===== config.mk =====
export PLATFORM = sky130hd
export DESIGN_NAME = gdc_msg
export DESIGN_NICKNAME = d
export VERILOG_FILES = /design/src/pkg/gdc_pkg.sv /design/src/hdl/gdc_regs.sv /design/src/hdl/gdc_msg.sv
export SDC_FILE = /design/constraint.sdc
export NUM_CORES = 1
export LEC_CHECK = 0
export BUFFER_PORTS_ARGS = -buffer_cell sky130_fd_sc_hd__buf_2
export CORE_UTILIZATION = 56
export CTS_CLUSTER_DIAMETER = 100
export CTS_CLUSTER_SIZE = 16
export DETAILED_ROUTE_END_ITERATION = 16
export PLACE_DENSITY = 0.75
export SLEW_MARGIN = 10
export SYNTH_ARGS = -nofsm -noshare
export SYNTH_HDL_FRONTEND = slang
export SYNTH_SLANG_ARGS = --single-unit

===== constraint.sdc =====
create_clock -name ref_clk -period 2.4 [get_ports ref_clk]
set_input_delay 0.36 -clock ref_clk [delete_from_list [all_inputs] [get_ports ref_clk]]
set_output_delay 0.36 -clock ref_clk [all_outputs]
set_load 0.02 [all_outputs]

===== src/pkg/gdc_pkg.sv =====
package gdc_pkg;
  // Request codes in the low six bits of a first byte
  localparam logic [5:0] REQ_SET_CFG0  = 6'h01;
  localparam logic [5:0] REQ_GET_CFG0  = 6'h02;
  localparam logic [5:0] REQ_SET_ILIM  = 6'h03;
  localparam logic [5:0] REQ_GET_ILIM  = 6'h04;
  localparam logic [5:0] REQ_SET_CFG2  = 6'h07;
  localparam logic [5:0] REQ_GET_CFG2  = 6'h08;
  // Reply first byte flags
  localparam int         ACK_BIT       = 6;
  localparam int         UNSOL_BIT     = 7;
  // Status register 0 unsolicited code
  localparam logic [7:0] UNSOL_STATUS0 = 8'h85;
  // Configuration register 0 fields
  localparam int         CFG0_UVLO_DIS = 3;
  localparam int         CFG0_OC_DIS   = 2;
  localparam int         CFG0_OC_LIM_H = 1;
  localparam int         CFG0_OC_LIM_L = 0;
  localparam logic [3:0] CFG0_MASK     = 4'hF;
  // Configuration register 2 fields
  localparam int         CFG2_DEAD_H   = 3;
  localparam int         CFG2_DEAD_L   = 2;
  localparam int         CFG2_BLANK_H  = 1;
  localparam int         CFG2_BLANK_L  = 0;
  localparam logic [3:0] CFG2_MASK     = 4'hF;
  // Reset values
  localparam logic [7:0] CFG0_RESET    = 8'h00;
  localparam logic [7:0] ILIM_RESET    = 8'h00;
  localparam logic [7:0] CFG2_RESET    = 8'h00;
  // Register file addresses
  localparam logic [1:0] ADDR_CFG0     = 2'h0;
  localparam logic [1:0] ADDR_ILIM     = 2'h1;
  localparam logic [1:0] ADDR_CFG2     = 2'h2;
  // Handler states, Gray coded in declaration order
  typedef enum logic [1:0]
  {
    GDC_IDLE = 2'b00,
    GDC_ARG  = 2'b01,
    GDC_RPL1 = 2'b11,
    GDC_RPL2 = 2'b10
  } gdc_state_t;
endpackage


===== src/hdl/gdc_regs.sv =====
`timescale 1ns/1ps
// Small register file holding the three configuration bytes; read data registered
module gdc_regs
(
  // Clock and reset
  input  wire logic       ref_clk,
  input  wire logic       rstn,
  // Write side
  input  wire logic       wr_en,
  input  wire logic [1:0] wr_addr,
  input  wire logic [7:0] wr_data,
  // Read side
  input  wire logic [1:0] rd_addr,
  output logic      [7:0] rd_data,
  // Live contents
  output logic      [7:0] cfg0,
  output logic      [7:0] ilim,
  output logic      [7:0] cfg2
);
  import gdc_pkg::*;

  typedef struct packed
  {
    logic [7:0] cfg0;
    logic [7:0] ilim;
    logic [7:0] cfg2;
    logic [7:0] rd;
  } gdc_regs_st_t;

  gdc_regs_st_t r;
  gdc_regs_st_t next_r;

  // Masked writes keep unused bits at zero
  always_comb
  begin
    next_r = r;
    if (wr_en && wr_addr == ADDR_CFG0)
      next_r.cfg0 = {4'h0, wr_data[3:0] & CFG0_MASK};
    else if (wr_en && wr_addr == ADDR_ILIM)
      next_r.ilim = wr_data;
    else if (wr_en && wr_addr == ADDR_CFG2)
      next_r.cfg2 = {4'h0, wr_data[3:0] & CFG2_MASK};
    if (rd_addr == ADDR_CFG0)
      next_r.rd = r.cfg0;
    else if (rd_addr == ADDR_ILIM)
      next_r.rd = r.ilim;
    else if (rd_addr == ADDR_CFG2)
      next_r.rd = r.cfg2;
    else
      next_r.rd = 8'h00;
  end

  always_ff @(posedge ref_clk or negedge rstn)
  begin
    if (!rstn)
      r <= {CFG0_RESET, ILIM_RESET, CFG2_RESET, 8'h00};
    else
      r <= next_r;
  end

  assign rd_data = r.rd;
  assign cfg0    = r.cfg0;
  assign ilim    = r.ilim;
  assign cfg2    = r.cfg2;
endmodule


===== src/hdl/gdc_msg.sv =====
`timescale 1ns/1ps
// Notes on behaviour
// Config 0 bit 3 at 0 keeps undervoltage lockout on, at 1 turns it off.
// Config 0 bit 2 at 0 keeps transistor overcurrent detection on, at 1 turns it off.
// Config 0 bits 1:0 pick the overcurrent threshold 0.25, 0.5, 0.75 or 1.0 V.
// A set current-limit request is answered 43H when taken and 03H when refused.
// The current-limit code is one unsigned byte, 0.991 V plus 13.77 mV per count.
// A get current-limit request is answered 44H or 04H, then the stored code.
// A set config 2 request is answered 47H when taken and 07H when refused.
// Config 2 bits 3:2 pick dead time 2 us, 1 us, 500 ns or 250 ns.
// Config 2 bits 1:0 pick blanking time 4 us, 2 us, 1 us or 500 ns.
// A get config 2 request is answered 48H or 08H, then the register in write layout.
// Messages sent without a request carry bit 7 set in the first byte, such as 85H.
// Each reply's first byte is the request code with bit 6 set for ack, clear for nack.
// Config 2 bits 7:4 are ignored on write and read as zero.
module gdc_msg
(
  // Clock and reset
  input  wire logic       ref_clk,
  input  wire logic       rstn,
  // Received bytes from the link deframer
  input  wire logic       rx_valid,
  input  wire logic [7:0] rx_byte,
  // Bytes to the link framer
  output logic            tx_valid,
  output logic      [7:0] tx_byte,
  input  wire logic       tx_ready,
  // Unsolicited status request and its value
  input  wire logic       status0_event,
  input  wire logic [7:0] status0_value,
  // Settings driven into the protection and driver logic
  output logic            uvlo_disable,
  output logic            oc_detect_disable,
  output logic      [1:0] oc_limit_sel,
  output logic      [7:0] ilim_code,
  output logic      [1:0] dead_time_sel,
  output logic      [1:0] blank_time_sel
);
  import gdc_pkg::*;

  typedef struct packed
  {
    gdc_state_t st;
    logic [5:0] req;
    logic       ack;
    logic       two;
    logic       unsol;
    logic [7:0] unsol_val;
    logic       pend;
    logic       tx_valid;
    logic [7:0] tx_byte;
    logic [7:0] outs;
    logic [7:0] ilim;
  } gdc_msg_st_t;

  gdc_msg_st_t s;
  gdc_msg_st_t next_s;

  logic       wr_en;
  logic [1:0] wr_addr;
  logic [7:0] rd_data;
  logic [1:0] rd_addr;
  logic [7:0] cfg0;
  logic [7:0] ilim;
  logic [7:0] cfg2;

  gdc_regs u_regs
  (
    .ref_clk (ref_clk),
    .rstn    (rstn),
    .wr_en   (wr_en),
    .wr_addr (wr_addr),
    .wr_data (rx_byte),
    .rd_addr (rd_addr),
    .rd_data (rd_data),
    .cfg0    (cfg0),
    .ilim    (ilim),
    .cfg2    (cfg2)
  );

  // Register address from the request being served
  always_comb
  begin
    if (s.req == REQ_SET_CFG0 || s.req == REQ_GET_CFG0)
      rd_addr = ADDR_CFG0;
    else if (s.req == REQ_SET_ILIM || s.req == REQ_GET_ILIM)
      rd_addr = ADDR_ILIM;
    else
      rd_addr = ADDR_CFG2;
  end
  assign wr_addr = rd_addr;
  // Set requests write on their argument byte
  assign wr_en = (s.st == GDC_ARG) && rx_valid;

  // Message sequencer: request byte, optional argument, then reply bytes
  always_comb
  begin
    next_s = s;
    next_s.outs = {cfg0[CFG0_UVLO_DIS], cfg0[CFG0_OC_DIS],
                   cfg0[CFG0_OC_LIM_H:CFG0_OC_LIM_L],
                   cfg2[CFG2_DEAD_H:CFG2_DEAD_L],
                   cfg2[CFG2_BLANK_H:CFG2_BLANK_L]};
    next_s.ilim = ilim;
    if (status0_event)
    begin
      next_s.pend      = 1'b1;
      next_s.unsol_val = status0_value;
    end
    if (s.tx_valid && tx_ready)
      next_s.tx_valid = 1'b0;
    case (s.st)
      GDC_IDLE:
        if (rx_valid)
        begin
          next_s.req = rx_byte[5:0];
          next_s.unsol = 1'b0;
          // Unknown codes or set bits 7:6 are refused
          next_s.ack = (rx_byte[7:6] == 2'b00) &&
                       (rx_byte[5:0] == REQ_SET_CFG0 || rx_byte[5:0] == REQ_GET_CFG0 ||
                        rx_byte[5:0] == REQ_SET_ILIM || rx_byte[5:0] == REQ_GET_ILIM ||
                        rx_byte[5:0] == REQ_SET_CFG2 || rx_byte[5:0] == REQ_GET_CFG2);
          next_s.two = rx_byte[5:0] == REQ_GET_CFG0 || rx_byte[5:0] == REQ_GET_ILIM ||
                       rx_byte[5:0] == REQ_GET_CFG2;
          if (rx_byte[7:6] == 2'b00 && (rx_byte[5:0] == REQ_SET_CFG0 ||
              rx_byte[5:0] == REQ_SET_ILIM || rx_byte[5:0] == REQ_SET_CFG2))
            next_s.st = GDC_ARG;
          else
            next_s.st = GDC_RPL1;
        end
        else if (s.pend || status0_event)
        begin
          next_s.unsol = 1'b1;
          next_s.pend  = 1'b0;
          next_s.unsol_val = status0_event ? status0_value : s.unsol_val;
          next_s.st    = GDC_RPL1;
        end
      GDC_ARG:
        if (rx_valid)
          next_s.st = GDC_RPL1;
      GDC_RPL1:
        if (!s.tx_valid || tx_ready)
        begin
          next_s.tx_valid = 1'b1;
          if (s.unsol)
            next_s.tx_byte = UNSOL_STATUS0;
          else
            next_s.tx_byte = {1'b0, s.ack, s.req};
          next_s.st = (s.unsol || (s.two && s.ack)) ? GDC_RPL2 : GDC_IDLE;
        end
      GDC_RPL2:
        if (tx_ready)
        begin
          next_s.tx_valid = 1'b1;
          next_s.tx_byte  = s.unsol ? s.unsol_val : rd_data;
          next_s.st       = GDC_IDLE;
        end
      default:
        next_s.st = GDC_IDLE;
    endcase
  end

  always_ff @(posedge ref_clk or negedge rstn)
  begin
    if (!rstn)
      s <= '{st: GDC_IDLE, ilim: ILIM_RESET, default: '0};
    else
      s <= next_s;
  end

  assign tx_valid          = s.tx_valid;
  assign tx_byte           = s.tx_byte;
  assign uvlo_disable      = s.outs[7];
  assign oc_detect_disable = s.outs[6];
  assign oc_limit_sel      = s.outs[5:4];
  assign dead_time_sel     = s.outs[3:2];
  assign blank_time_sel    = s.outs[1:0];
  assign ilim_code         = s.ilim;

  // Checks
  ack_code_a: assert property (@(posedge ref_clk) disable iff (!rstn)
    s.st == GDC_RPL1 && !s.unsol && (!s.tx_valid || tx_ready) |=> tx_byte[7] == 1'b0 && tx_valid)
    else $error("reply first byte has bit 7 set");
  unsol_code_a: assert property (@(posedge ref_clk) disable iff (!rstn)
    s.st == GDC_RPL1 && s.unsol && (!s.tx_valid || tx_ready) |=> tx_byte == UNSOL_STATUS0)
    else $error("unsolicited byte wrong");
  cfg2_high_a: assert property (@(posedge ref_clk) disable iff (!rstn)
    cfg2[7:4] == 4'h0)
    else $error("config 2 upper bits not zero");
  dead_map_a: assert property (@(posedge ref_clk) disable iff (!rstn)
    dead_time_sel == $past(cfg2[3:2]))
    else $error("dead time select wrong");
  blank_map_a: assert property (@(posedge ref_clk) disable iff (!rstn)
    blank_time_sel == $past(cfg2[1:0]))
    else $error("blank time select wrong");
  uvlo_map_a: assert property (@(posedge ref_clk) disable iff (!rstn)
    uvlo_disable == $past(cfg0[3]) && oc_detect_disable == $past(cfg0[2]))
    else $error("uvlo or overcurrent enable wrong");
  oclim_map_a: assert property (@(posedge ref_clk) disable iff (!rstn)
    oc_limit_sel == $past(cfg0[1:0]))
    else $error("overcurrent limit wrong");
  ilim_set_a: assert property (@(posedge ref_clk) disable iff (!rstn)
    s.st == GDC_ARG && rx_valid && s.req == REQ_SET_ILIM |=> ##1 ilim_code == $past(rx_byte, 2))
    else $error("current limit code not stored");
  get_ack_a: assert property (@(posedge ref_clk) disable iff (!rstn)
    s.st == GDC_RPL1 && !s.unsol && s.ack && s.req == REQ_GET_ILIM && (!s.tx_valid || tx_ready)
    |=> tx_byte == {2'b01, REQ_GET_ILIM})
    else $error("get current limit ack wrong");
  set_cov: cover property (@(posedge ref_clk) disable iff (!rstn) s.st == GDC_ARG && rx_valid);
  get_cov: cover property (@(posedge ref_clk) disable iff (!rstn) s.st == GDC_RPL2 && tx_ready);
  nack_cov: cover property (@(posedge ref_clk) disable iff (!rstn) s.st == GDC_RPL1 && !s.ack);
endmodule


==> run summary, run 1 <==
met1 wire length -> 2740 um
Max Clk Rate -> 0.488 GHz
final-report hold violation count -> 0
Chip Width -> 74.6 um
Syn Area/Cell -> 13.0 um2
DR top layer -> met4
VDD IR-drop max -> 0.000627 V
Sink Count -> 69
post-route minimum period -> 2.05 ns
post-synth top area share -> 0.585
clock share of power -> 0.248
Fin Setup TNS -> 0 ns
Iter 0 DRT Violations -> 118
crit path max fanout -> 7
via count -> 1797
CTS tree -> done
Sw Share -> 0.336
met3 wire length -> 212 um
# port buffers -> 45
Die Span Y -> 74.6 um
leading area contributor after synthesis -> dfrtp_1
Slew HR -> 0.605
Gate power share -> 0.314
PD cells -> 1330 nW/um2
Critical Path Source Type -> register
clock transition at the registers of the reported paths -> 0.07 ns
Tot Pwr -> 4.45 mW
CP arrival -> 2.27 ns
Cells after Synth -> 226
nets -> 276
ys flop type -> dfrtp_1
number of global-route vias before repair -> 1727
Antenna diodes -> 0
Detail Route Antenna Nets -> 0
number of synthesized flops with an enable pin -> 0
WS Path Type -> reg -> reg
first-pass GRT wire length -> 8720 um
skew final -> 0.00649 ns
FILL cells -> 387
TritonCTS Buffers -> 9
HPWL after DPL -> 3770 um
initial core utilization -> 0.581
Hold Path Class -> in -> async
WL final -> 5410 um
Synth warnings -> 0
violated checks -> design-rule violations
hold buffer count at cts -> 0
drt pass-1 iters -> 10
total of max-cap violations -> 0
Row Count -> 26
total gr overflow -> 0
P_int -> 2.96 mW
CTS root buffer -> clkbuf_8
final setup fails -> 0
Synth cell types -> 39
status -> finished, violations left
DR WL/cell -> 16.4 um
Post-Syn Nets -> 247
CORE AREA -> 5070 um2
multi-input logic area -> 1010 um2
period utilization -> 0.853
sequential element share of the synthesized area -> 0.585
top post-synthesis cells by area -> dfrtp_1 59%, mux2_2 11%, buf_4 5.6%, a221o_1 3.7%, mux2i_1 2.0%
H-tree level count -> 3
post-cts gate resize count -> 0
Final GP Congestion -> 0.848
Worst Tran Pin Value -> 0.592 ns
worst skew pair latency -> 0.34 ns
register area -> 1730 um2
Clock Path Buffers -> 2
routed vias/inst -> 5.45
Post-CTS Setup Bufs -> 0
Net Switching -> 1.50 mW
Tot GR Track Use -> 0.220
WL met2 -> 2410 um
asr flop ratio synth -> 1.00
Pleak -> 1.61 nW
CP required -> 2.62 ns
sequential share of power -> 0.439
largest net degree at the start of global routing -> 70
fin. max-slew vios -> 0
share of cells above drive strength 1 -> 0.392
I/O Pins -> 46
crit end category -> register
antenna violations before repair -> 0
Seq cells post-synth -> 69
area delta synth->final -> 13.2%
Netlist Area Pre-Place -> 2950 um2
die area -> 5560 um2
RSZ-0062 raised after global routing -> no
DRC viols -> 1
-- worst paths after layout --
kind / from / endpoint / slack, ns / cells after the start
worst max-delay path: s[42] / u_regs.cfg0[0] / 0.35 / 3
min in group ref_clk: status0_value[7] / s[33] / 0.25 / 2
max in group asynchronous: rstn / s[41] / 2.09 / 2
worst min-delay path: rstn / s[26] / 0.04 / 2
worst max register to register: s[42] / u_regs.cfg0[0] / 0.35 / 3
worst min register to register: u_regs.ilim[5] / ilim_code[5] / 0.39 / 0
-- power by group through the flow --
stage / sequential [mW] / combinational (mW) / clock (mW)
final: 1.95 / 1.40 / 1.10
after floorplan: 1.85 / 1.27 / 0
after global placement: 1.96 / 1.36 / 0
after CTS: 1.96 / 1.40 / 1.13
after detailed placement: 1.97 / 1.40 / 0
after global routing: 2.02 / 1.52 / 1.18
-- synthesized netlist by cell type, types with 2 or more instances --
master	instances
a21oi_1	4
a221o_1	11
a32oi_1	4
and2_1	5
buf_1	2
buf_2	3
buf_4	22
clkbuf_1	4
dfrtp_1	69
inv_1	3
mux2_2	28
mux2_4	4
mux2i_1	6
nand2_1	4
nand2b_1	3
nand3_1	2
nand3b_1	3
nor2_1	12
nor2b_1	2
nor3_1	5
nor4b_1	5
o211ai_1	2
o21ai_0	5
or2_2	2
or3_1	2
-- critical path, stage by stage, from the launching register on --
cell	delay, ns
dfrtp_1	0.41
or3_1	0.50
or4_1	0.68
mux2_4	0.35
-- stage by stage --
step                      hold WS, ns  instance area [um2]   util  worst slack [ns]  cells
final                          0.0375                 3340  0.658             0.353    330
after global routing           0.0641                 3340  0.658             0.305    330
after CTS                      0.0430                 3340  0.658             0.357    330
after detailed placement        0.377                 3100  0.611             0.371    314
after global placement          0.372                 3100  0.611             0.411    314
after floorplan                0.0644                 2950      -             0.467    226
-- kinds of logic (layout without fill, tap and decap cells) --
kind of cell	after synthesis	count (layout)	synth area share
buf+inv	34	68	0.0725
mux	38	38	0.148
compound gates	33	33	0.0904
flops	69	69	0.585
simple gates	50	50	0.0980
xor+xnor	2	2	0.00594
-- flip-flops by register name, summed over array words and instances (netlist names) --
name / count
s: 20
ilim_code: 8
uvlo_disable: 1
u_regs.rd_data: 8
oc_detect_disable: 1
u_regs.cfg0: 4
u_regs.cfg2: 4
oc_limit_sel: 2
dead_time_sel: 2
tx_byte: 8
u_regs.ilim: 8
tx_valid: 1
blank_time_sel: 2
-- per-layer routing --
layer | GRT usage | up-vias
met5 | 0 | -
met3 | 0.0610 | 7
met4 | 0.0901 | 0
met1 | 0.319 | 897
met2 | 0.313 | 44
li1 | - | 849
-- area by class of cell --
| type | instances | share of cell area |
|---|---|---|
| timing repair buffer | 49 | 0.0802 |
| clock buffer | 9 | 0.0371 |
| multi-input combinational | 123 | 0.302 |
| clock inverter | 7 | 0.0341 |
| tap | 70 | 0.0262 |
| inverter | 3 | 0.00337 |
| sequential | 69 | 0.517 |
-- cell usage in the layout, fill, tap and decap left out, types with 4 or more instances in the layout --
cell type   n
and2_1      5
nand2_1     4
nor2_1     12
mux2_4      4
mux2_2     28
nor3_1      5
mux2i_1     6
a21oi_1     4
dfrtp_1    69
buf_2      45
o21ai_0     5
a32oi_1     4
clkbuf_8    9
a221o_1    11
nor4b_1     5
No activity file was read; power rests on OpenSTA's default activity.
==> inputs of run 2 (changes only) <==
Settings changed: SETUP_SLACK_MARGIN from default to 0.15, SYNTH_HIERARCHICAL from default to 1.
==> run 2 against run 1 <==
Effect of this change:
- the flow now finishes without violations
- die area rose by 1.5%
- via count fell by 0.22%
- cell count fell by 0.30%
- flip-flop and latch count did not move
- first-iteration DRC count rose by 8.5%
- combinational power fell by 9%
- design area rose by 1.1%
- register-to-register slack got worse by 0.09 ns
- worst setup slack got worse by 0.092 ns
- largest power group unchanged
==> run summary, run 2 <==
Post-Syn Nets -> 244 (-1.2%)
CP required -> 2.63 ns (about the same)
Iter 0 DRT Violations -> 128 (+8.5%)
status -> finished clean
total gr overflow -> 0 (unchanged)
via count -> 1793 (-0.22%)
total of max-cap violations -> 0 (unchanged)
sequential share of power -> 0.438 (about the same)
Net Switching -> 1.37 mW (-8.9%)
Synth warnings -> 6 (+6)
fin. max-slew vios -> 0 (unchanged)
Fin Setup TNS -> 0 ns (unchanged)
Top delay family on crit path -> simple AND/OR/NAND/NOR gates
HPWL after DPL -> 3740 um (-0.68%)
FILL cells -> 419 (+8.3%)
Row Count -> 26 (unchanged)
H-tree level count -> 3 (unchanged)
largest net degree at the start of global routing -> 42 (-40%)
Pleak -> 1.71 nW (+5.7%)
DR WL/cell -> 16.3 um (-0.53%)
Slew HR -> 0.556 (-0.0492)
VDD IR-drop max -> 0.000510 V (-19%)
CP bufs+invs -> 0 (unchanged)
# port buffers -> 45 (unchanged)
antenna violations before repair -> 0 (unchanged)
routed vias/inst -> 5.45 (about the same)
Sink Count -> 69 (unchanged)
post-cts gate resize count -> 0 (unchanged)
CORE AREA -> 5140 um2 (+1.3%)
multi-input logic area -> 1060 um2 (+4.8%)
most common cell after layout, fill and taps aside -> dfrtp_1
P_int -> 2.77 mW (-6.3%)
Hold Path Class -> in -> async
Critical Path Source Type -> register
register area -> 1730 um2 (unchanged)
I/O Pins -> 46 (unchanged)
share of cells above drive strength 1 -> 0.394 (+0.00151)
Gate power share -> 0.310 (-0.004)
RSZ-0062 raised after global routing -> no
most frequent cells in the layout -> 69 x dfrtp_1, 45 x buf_2, 25 x mux2_2, 14 x clkbuf_8, 11 x mux2i_1
hold buffer count at cts -> 0 (unchanged)
Detail Route Antenna Nets -> 0 (unchanged)
drt pass-1 iters -> 4 (-6)
CP arrival -> 2.37 ns (+0.10 ns)
period utilization -> 0.892 (+0.0385)
crit-path cells -> nor2_1 -> xor2_1 -> or4_1 -> nor3b_4 -> mux2_2
WS Path Type -> reg -> reg
post-route minimum period -> 2.14 ns (+0.0924 ns)
PD cells -> 1220 nW/um2 (-8.2%)
final-report hold violation count -> 0 (unchanged)
first-pass GRT wire length -> 8540 um (-2.1%)
slowest stage delay, CP -> 0.64 ns (-0.04 ns)
Syn Area/Cell -> 13.4 um2 (+2.9%)
slowest stage cell, crit path -> or4_1
crit end category -> register
die area -> 5650 um2 (+1.5%)
max reg flops -> 20 (unchanged)
skew final -> 0.00644 ns (-0.0000509 ns)
number of global-route vias before repair -> 1685 (-2.4%)
TritonCTS Buffers -> 9 (unchanged)
Worst Tran Pin Value -> 0.666 ns (+0.0738 ns)
CTS tree -> done
Sw Share -> 0.330 (-0.00637)
Tot GR Track Use -> 0.215 (-0.00482)
Die Span Y -> 75.1 um (+0.76%)
area delta synth->final -> 12.7%
CTS root buffer -> clkbuf_8
Layout Utilization -> 0.657 (-0.00103)
nets -> 275 (-0.36%)
Largest Register -> s
initial core utilization -> 0.583 (+0.00165)
Post-CTS Setup Bufs -> 0 (unchanged)
Worst Hold Slack -> 0.0462 ns (+0.00871 ns)
Clock Path Buffers -> 2 (unchanged)
Final GP Congestion -> 0.870 (+2.6%)
Antenna diodes -> 0 (unchanged)
final setup fails -> 0 (unchanged)
clock share of power -> 0.252 (+0.004)
Chip Width -> 75.1 um (+0.76%)
clock transition at the registers of the reported paths -> 0.07 ns (about the same)
DRC viols -> 0 (-1)
Max Clk Rate -> 0.467 GHz (-4.3%)
Cells after Synth -> 223 (-1.3%)
crit path max fanout -> 8 (+1)
Netlist Area Pre-Place -> 3000 um2 (+1.6%)
WL final -> 5370 um (-0.83%)
worst skew pair latency -> 0.34 ns (about the same)
-- run 2: per-layer routing --
| metal | vias to the layer above | part of all wire | global-route usage |
|---|---|---|---|
| met3 | 11 | 0.041 | 0.0616 |
| met2 | 40 | 0.46 | 0.305 |
| met5 | - | 0 | 0 |
| li1 | 844 | - | - |
| met1 | 898 | 0.48 | 0.306 |
| met4 | 0 | 0.020 | 0.103 |
-- run 2: path summary, 6_finish.rpt --
check	startpoint	slack, ns	endpoint	cells after the start
min in group ref_clk	status0_value[5]	0.24	s[31]	2
worst max register to register	s[37]	0.26	u_regs/cfg0[1]	5
worst max-delay path	s[37]	0.26	u_regs/cfg0[1]	5
max in group asynchronous	rstn	1.72	tx_byte[7]	2
worst min register to register	u_regs/ilim[4]	0.39	ilim_code[4]	0
worst min-delay path	rstn	0.05	ilim_code[2]	1
-- run 2: stage by stage --
step | setup slack (ns) | power [mW] | instances | cell area [um2]
finish | 0.260 | 4.14 | 329 | 3380
CTS | 0.275 | 4.16 | 329 | 3380
detailed placement | 0.307 | 3.11 | 313 | 3150
global route | 0.183 | 4.36 | 329 | 3380
global placement | 0.339 | 3.08 | 313 | 3150
floorplan | 0.239 | 2.91 | 223 | 3000
-- run 2: worst reg2reg max path, delay by kind of cell (launching register included) --
| kind | cells | cell delay [ns] |
|---|---|---|
| and+or+nand+nor | 3 | 1.17 |
| DFF | 1 | 0.41 |
| muxes | 1 | 0.37 |
| xor gates and xnor gates | 1 | 0.08 |
-- run 2: cell type report --
type,instances,area share
flip-flops and latches,69,0.511
multi-input cells,123,0.313
repair buffers,49,0.0793
clock buffers,14,0.0571
well taps,70,0.0259
clock inverters,2,0.0111
inverters,2,0.00222
-- run 2: power by group through the flow --
stage                     clock network, mW  registers [mW]  logic (mW)
after floorplan                           0            1.74        1.17
after global placement                    0            1.83        1.25
after detailed placement                  0            1.83        1.28
after CTS                              1.06            1.81        1.29
after global routing                   1.11            1.86        1.39
final                                  1.04            1.81        1.28
==> inputs of run 3 (changes only) <==
Settings changed: CORE_UTILIZATION 56 to 59, CTS_BUF_LIST from default to sky130_fd_sc_hd__clkbuf_8, PLACE_DENSITY 0.75 to 0.78.
==> run 3 against run 2 <==
Effect of this change:
- sequential share of layout area rose by 1.2 points
- critical endpoint is now u_regs/cfg0[0]
- highest routed layer unchanged
- register-to-register slack barely moved
- wire length fell by 4.1%
- first-iteration DRC count fell by 50%
- maximum frequency rose by 0.25%
- combinational power barely moved
- largest cell class unchanged
==> run summary, run 3 (synthesis results as in run 2) <==
H-tree level count -> 3 (unchanged)
max reg flops -> 20 (unchanged)
Inst Count DP -> 310 (-0.96%)
initial core utilization -> 0.622 (+0.0391)
P_int -> 2.53 mW (-8.6%)
antenna violations before repair -> 0 (unchanged)
nets -> 275 (unchanged)
CP required -> 2.61 ns (-0.02 ns)
CORE AREA -> 4820 um2 (-6.3%)
Detail Route Antenna Nets -> 0 (unchanged)
Gate power share -> 0.329 (+0.019)
post-cts gate resize count -> 0 (unchanged)
Post-CTS Setup Bufs -> 0 (unchanged)
Chip Width -> 73.3 um (-2.5%)
Pleak -> 1.69 nW (-1.1%)
routed vias/inst -> 5.41 (-0.75%)
clock share of power -> 0.198 (-0.054)
clock transition at the registers of the reported paths -> 0.07 ns (about the same)
sequential share of power -> 0.473 (+0.035)
WP depth -> 5 (unchanged)
Antenna diodes -> 0 (unchanged)
Critical Path Source Type -> register
DP Area -> 3140 um2 (-0.12%)
first-pass GRT wire length -> 8270 um (-3.2%)
Clock Path Buffers -> 2 (unchanged)
Max Clk Rate -> 0.468 GHz (+0.25%)
HPWL after DPL -> 3620 um (-3.5%)
worst r2r path cells -> 5 (unchanged)
Hold Path Class -> in -> async
post-route minimum period -> 2.13 ns (-0.00530 ns)
Worst Tran Pin Value -> 0.697 ns (+0.0311 ns)
RR Endpoint -> u_regs/cfg0[0]
CTS root buffer -> clkbuf_8
I/O Pins -> 46 (unchanged)
Row Count -> 25 (-3.8%)
skew final -> 0.00694 ns (+0.000503 ns)
# port buffers -> 45 (unchanged)
Iter 0 DRT Violations -> 64 (-50%)
Final GP Congestion -> 0.845 (-2.9%)
crit end category -> register
worst setup path startpoint -> s[38]
worst skew pair latency -> 0.33 ns (about the same)
number of global-route vias before repair -> 1654 (-1.8%)
CP bufs+invs -> 0 (unchanged)
Fin Setup TNS -> 0 ns (unchanged)
WL final -> 5150 um (-4.1%)
fin. max-slew vios -> 0 (unchanged)
FILL cells -> 394 (-6.0%)
Net Switching -> 1.32 mW (-3.0%)
hold buffer count at cts -> 0 (unchanged)
period utilization -> 0.889 (-0.00221)
RSZ-0062 raised after global routing -> no
TritonCTS Buffers -> 9 (unchanged)
most common cell after layout, fill and taps aside -> dfrtp_1
Reg2Reg Setup Slack -> 0.27 ns (about the same)
Top delay family on crit path -> simple AND/OR/NAND/NOR gates
CTS tree -> done
total of max-cap violations -> 0 (unchanged)
CP arrival -> 2.34 ns (-0.03 ns)
slowest stage delay, CP -> 0.62 ns (-0.02 ns)
total gr overflow -> 0 (unchanged)
Layout Utilization -> 0.685 (+0.0284)
DRC viols -> 0 (unchanged)
status -> finished clean
VDD IR-drop max -> 0.000607 V (+19%)
Finished Layout Cells -> 325 (-1.2%)
crit-path cells -> nor2_1 -> xor2_1 -> or4_1 -> nor3b_4 -> mux2_2
Die Span Y -> 73.3 um (-2.5%)
slowest stage cell, crit path -> or4_1
area delta synth->final -> 10.2%
Slew HR -> 0.535 (-0.0207)
crit path max fanout -> 8 (unchanged)
largest net degree at the start of global routing -> 39 (-7.1%)
WS Path Type -> reg -> reg
Sink Count -> 69 (unchanged)
PD cells -> 1170 nW/um2 (-4.7%)
worst r2r src -> s[38]
via count -> 1758 (-2.0%)
post-route cell area -> 3300 um2 (-2.2%)
DR WL/cell -> 15.8 um (-2.9%)
final-report hold violation count -> 0 (unchanged)
most frequent cells in the layout -> 69 x dfrtp_1, 45 x buf_2, 25 x mux2_2, 11 x mux2i_1
Largest Register -> s
CP Capture Point -> u_regs/cfg0[0]
Tot GR Track Use -> 0.218 (+0.00264)
Sw Share -> 0.343 (+0.0133)
share of cells above drive strength 1 -> 0.380 (-0.0140)
drt pass-1 iters -> 4 (unchanged)
final setup fails -> 0 (unchanged)
die area -> 5370 um2 (-5.0%)
run 3: changes by cell type in the layout (fill, tap and decap cells not counted):
cell and delta:
bufinv_16 -1, clkinv_2 +2, clkbuf_8 -4, clkinvlp_4 -1, inv_1 +3
run 3: how the worst min path moves through the flow:
stage                                   end           start
after floorplan           blank_time_sel[0]            rstn
after global placement         ilim_code[4]  u_regs/ilim[4]
after detailed placement       ilim_code[6]  u_regs/ilim[6]
after CTS                    u_regs/cfg0[0]            rstn
after global routing         u_regs/cfg0[0]            rstn
final                       oc_limit_sel[0]            rstn
run 3: power by group through the flow:
stage | Clock (mW) | Sequential (mW) | Combinational [mW]
finish | 0.763 | 1.82 | 1.27
global route | 0.823 | 1.88 | 1.37
CTS | 0.779 | 1.83 | 1.27
detailed placement | 0 | 1.85 | 1.26
global placement | 0 | 1.84 | 1.24
floorplan | 0 | 1.74 | 1.17
run 3: per-layer routing:
| metal | vias to the layer above | part of all wire | track usage |
|---|---|---|---|
| met5 | - | 0 | 0 |
| met4 | 0 | 0.015 | 0.133 |
| met3 | 8 | 0.027 | 0.0425 |
| met2 | 33 | 0.45 | 0.306 |
| met1 | 869 | 0.50 | 0.315 |
| li1 | 848 | - | - |
run 3: cell type report:
class	instances	area, um2	area share
Tap cell	67	83.8	0.0254
Sequential cell	69	1730	0.523
Timing Repair Buffer	49	268	0.0811
Inverter	2	7.51	0.00227
Clock buffer	10	138	0.0417
Multi-Input combinational cell	123	1060	0.320
Clock inverter	5	21.3	0.00644
run 3: stage by stage:
step	total power, mW	worst slack, ns	hold slack (ns)
2_1_floorplan	2.91	0.239	0.0644
3_3_place_gp	3.08	0.354	0.373
3_5_place_dp	3.11	0.286	0.377
4_1_cts	3.87	0.276	0.0843
5_1_grt	4.07	0.181	0.126
6_report	3.85	0.265	0.0788
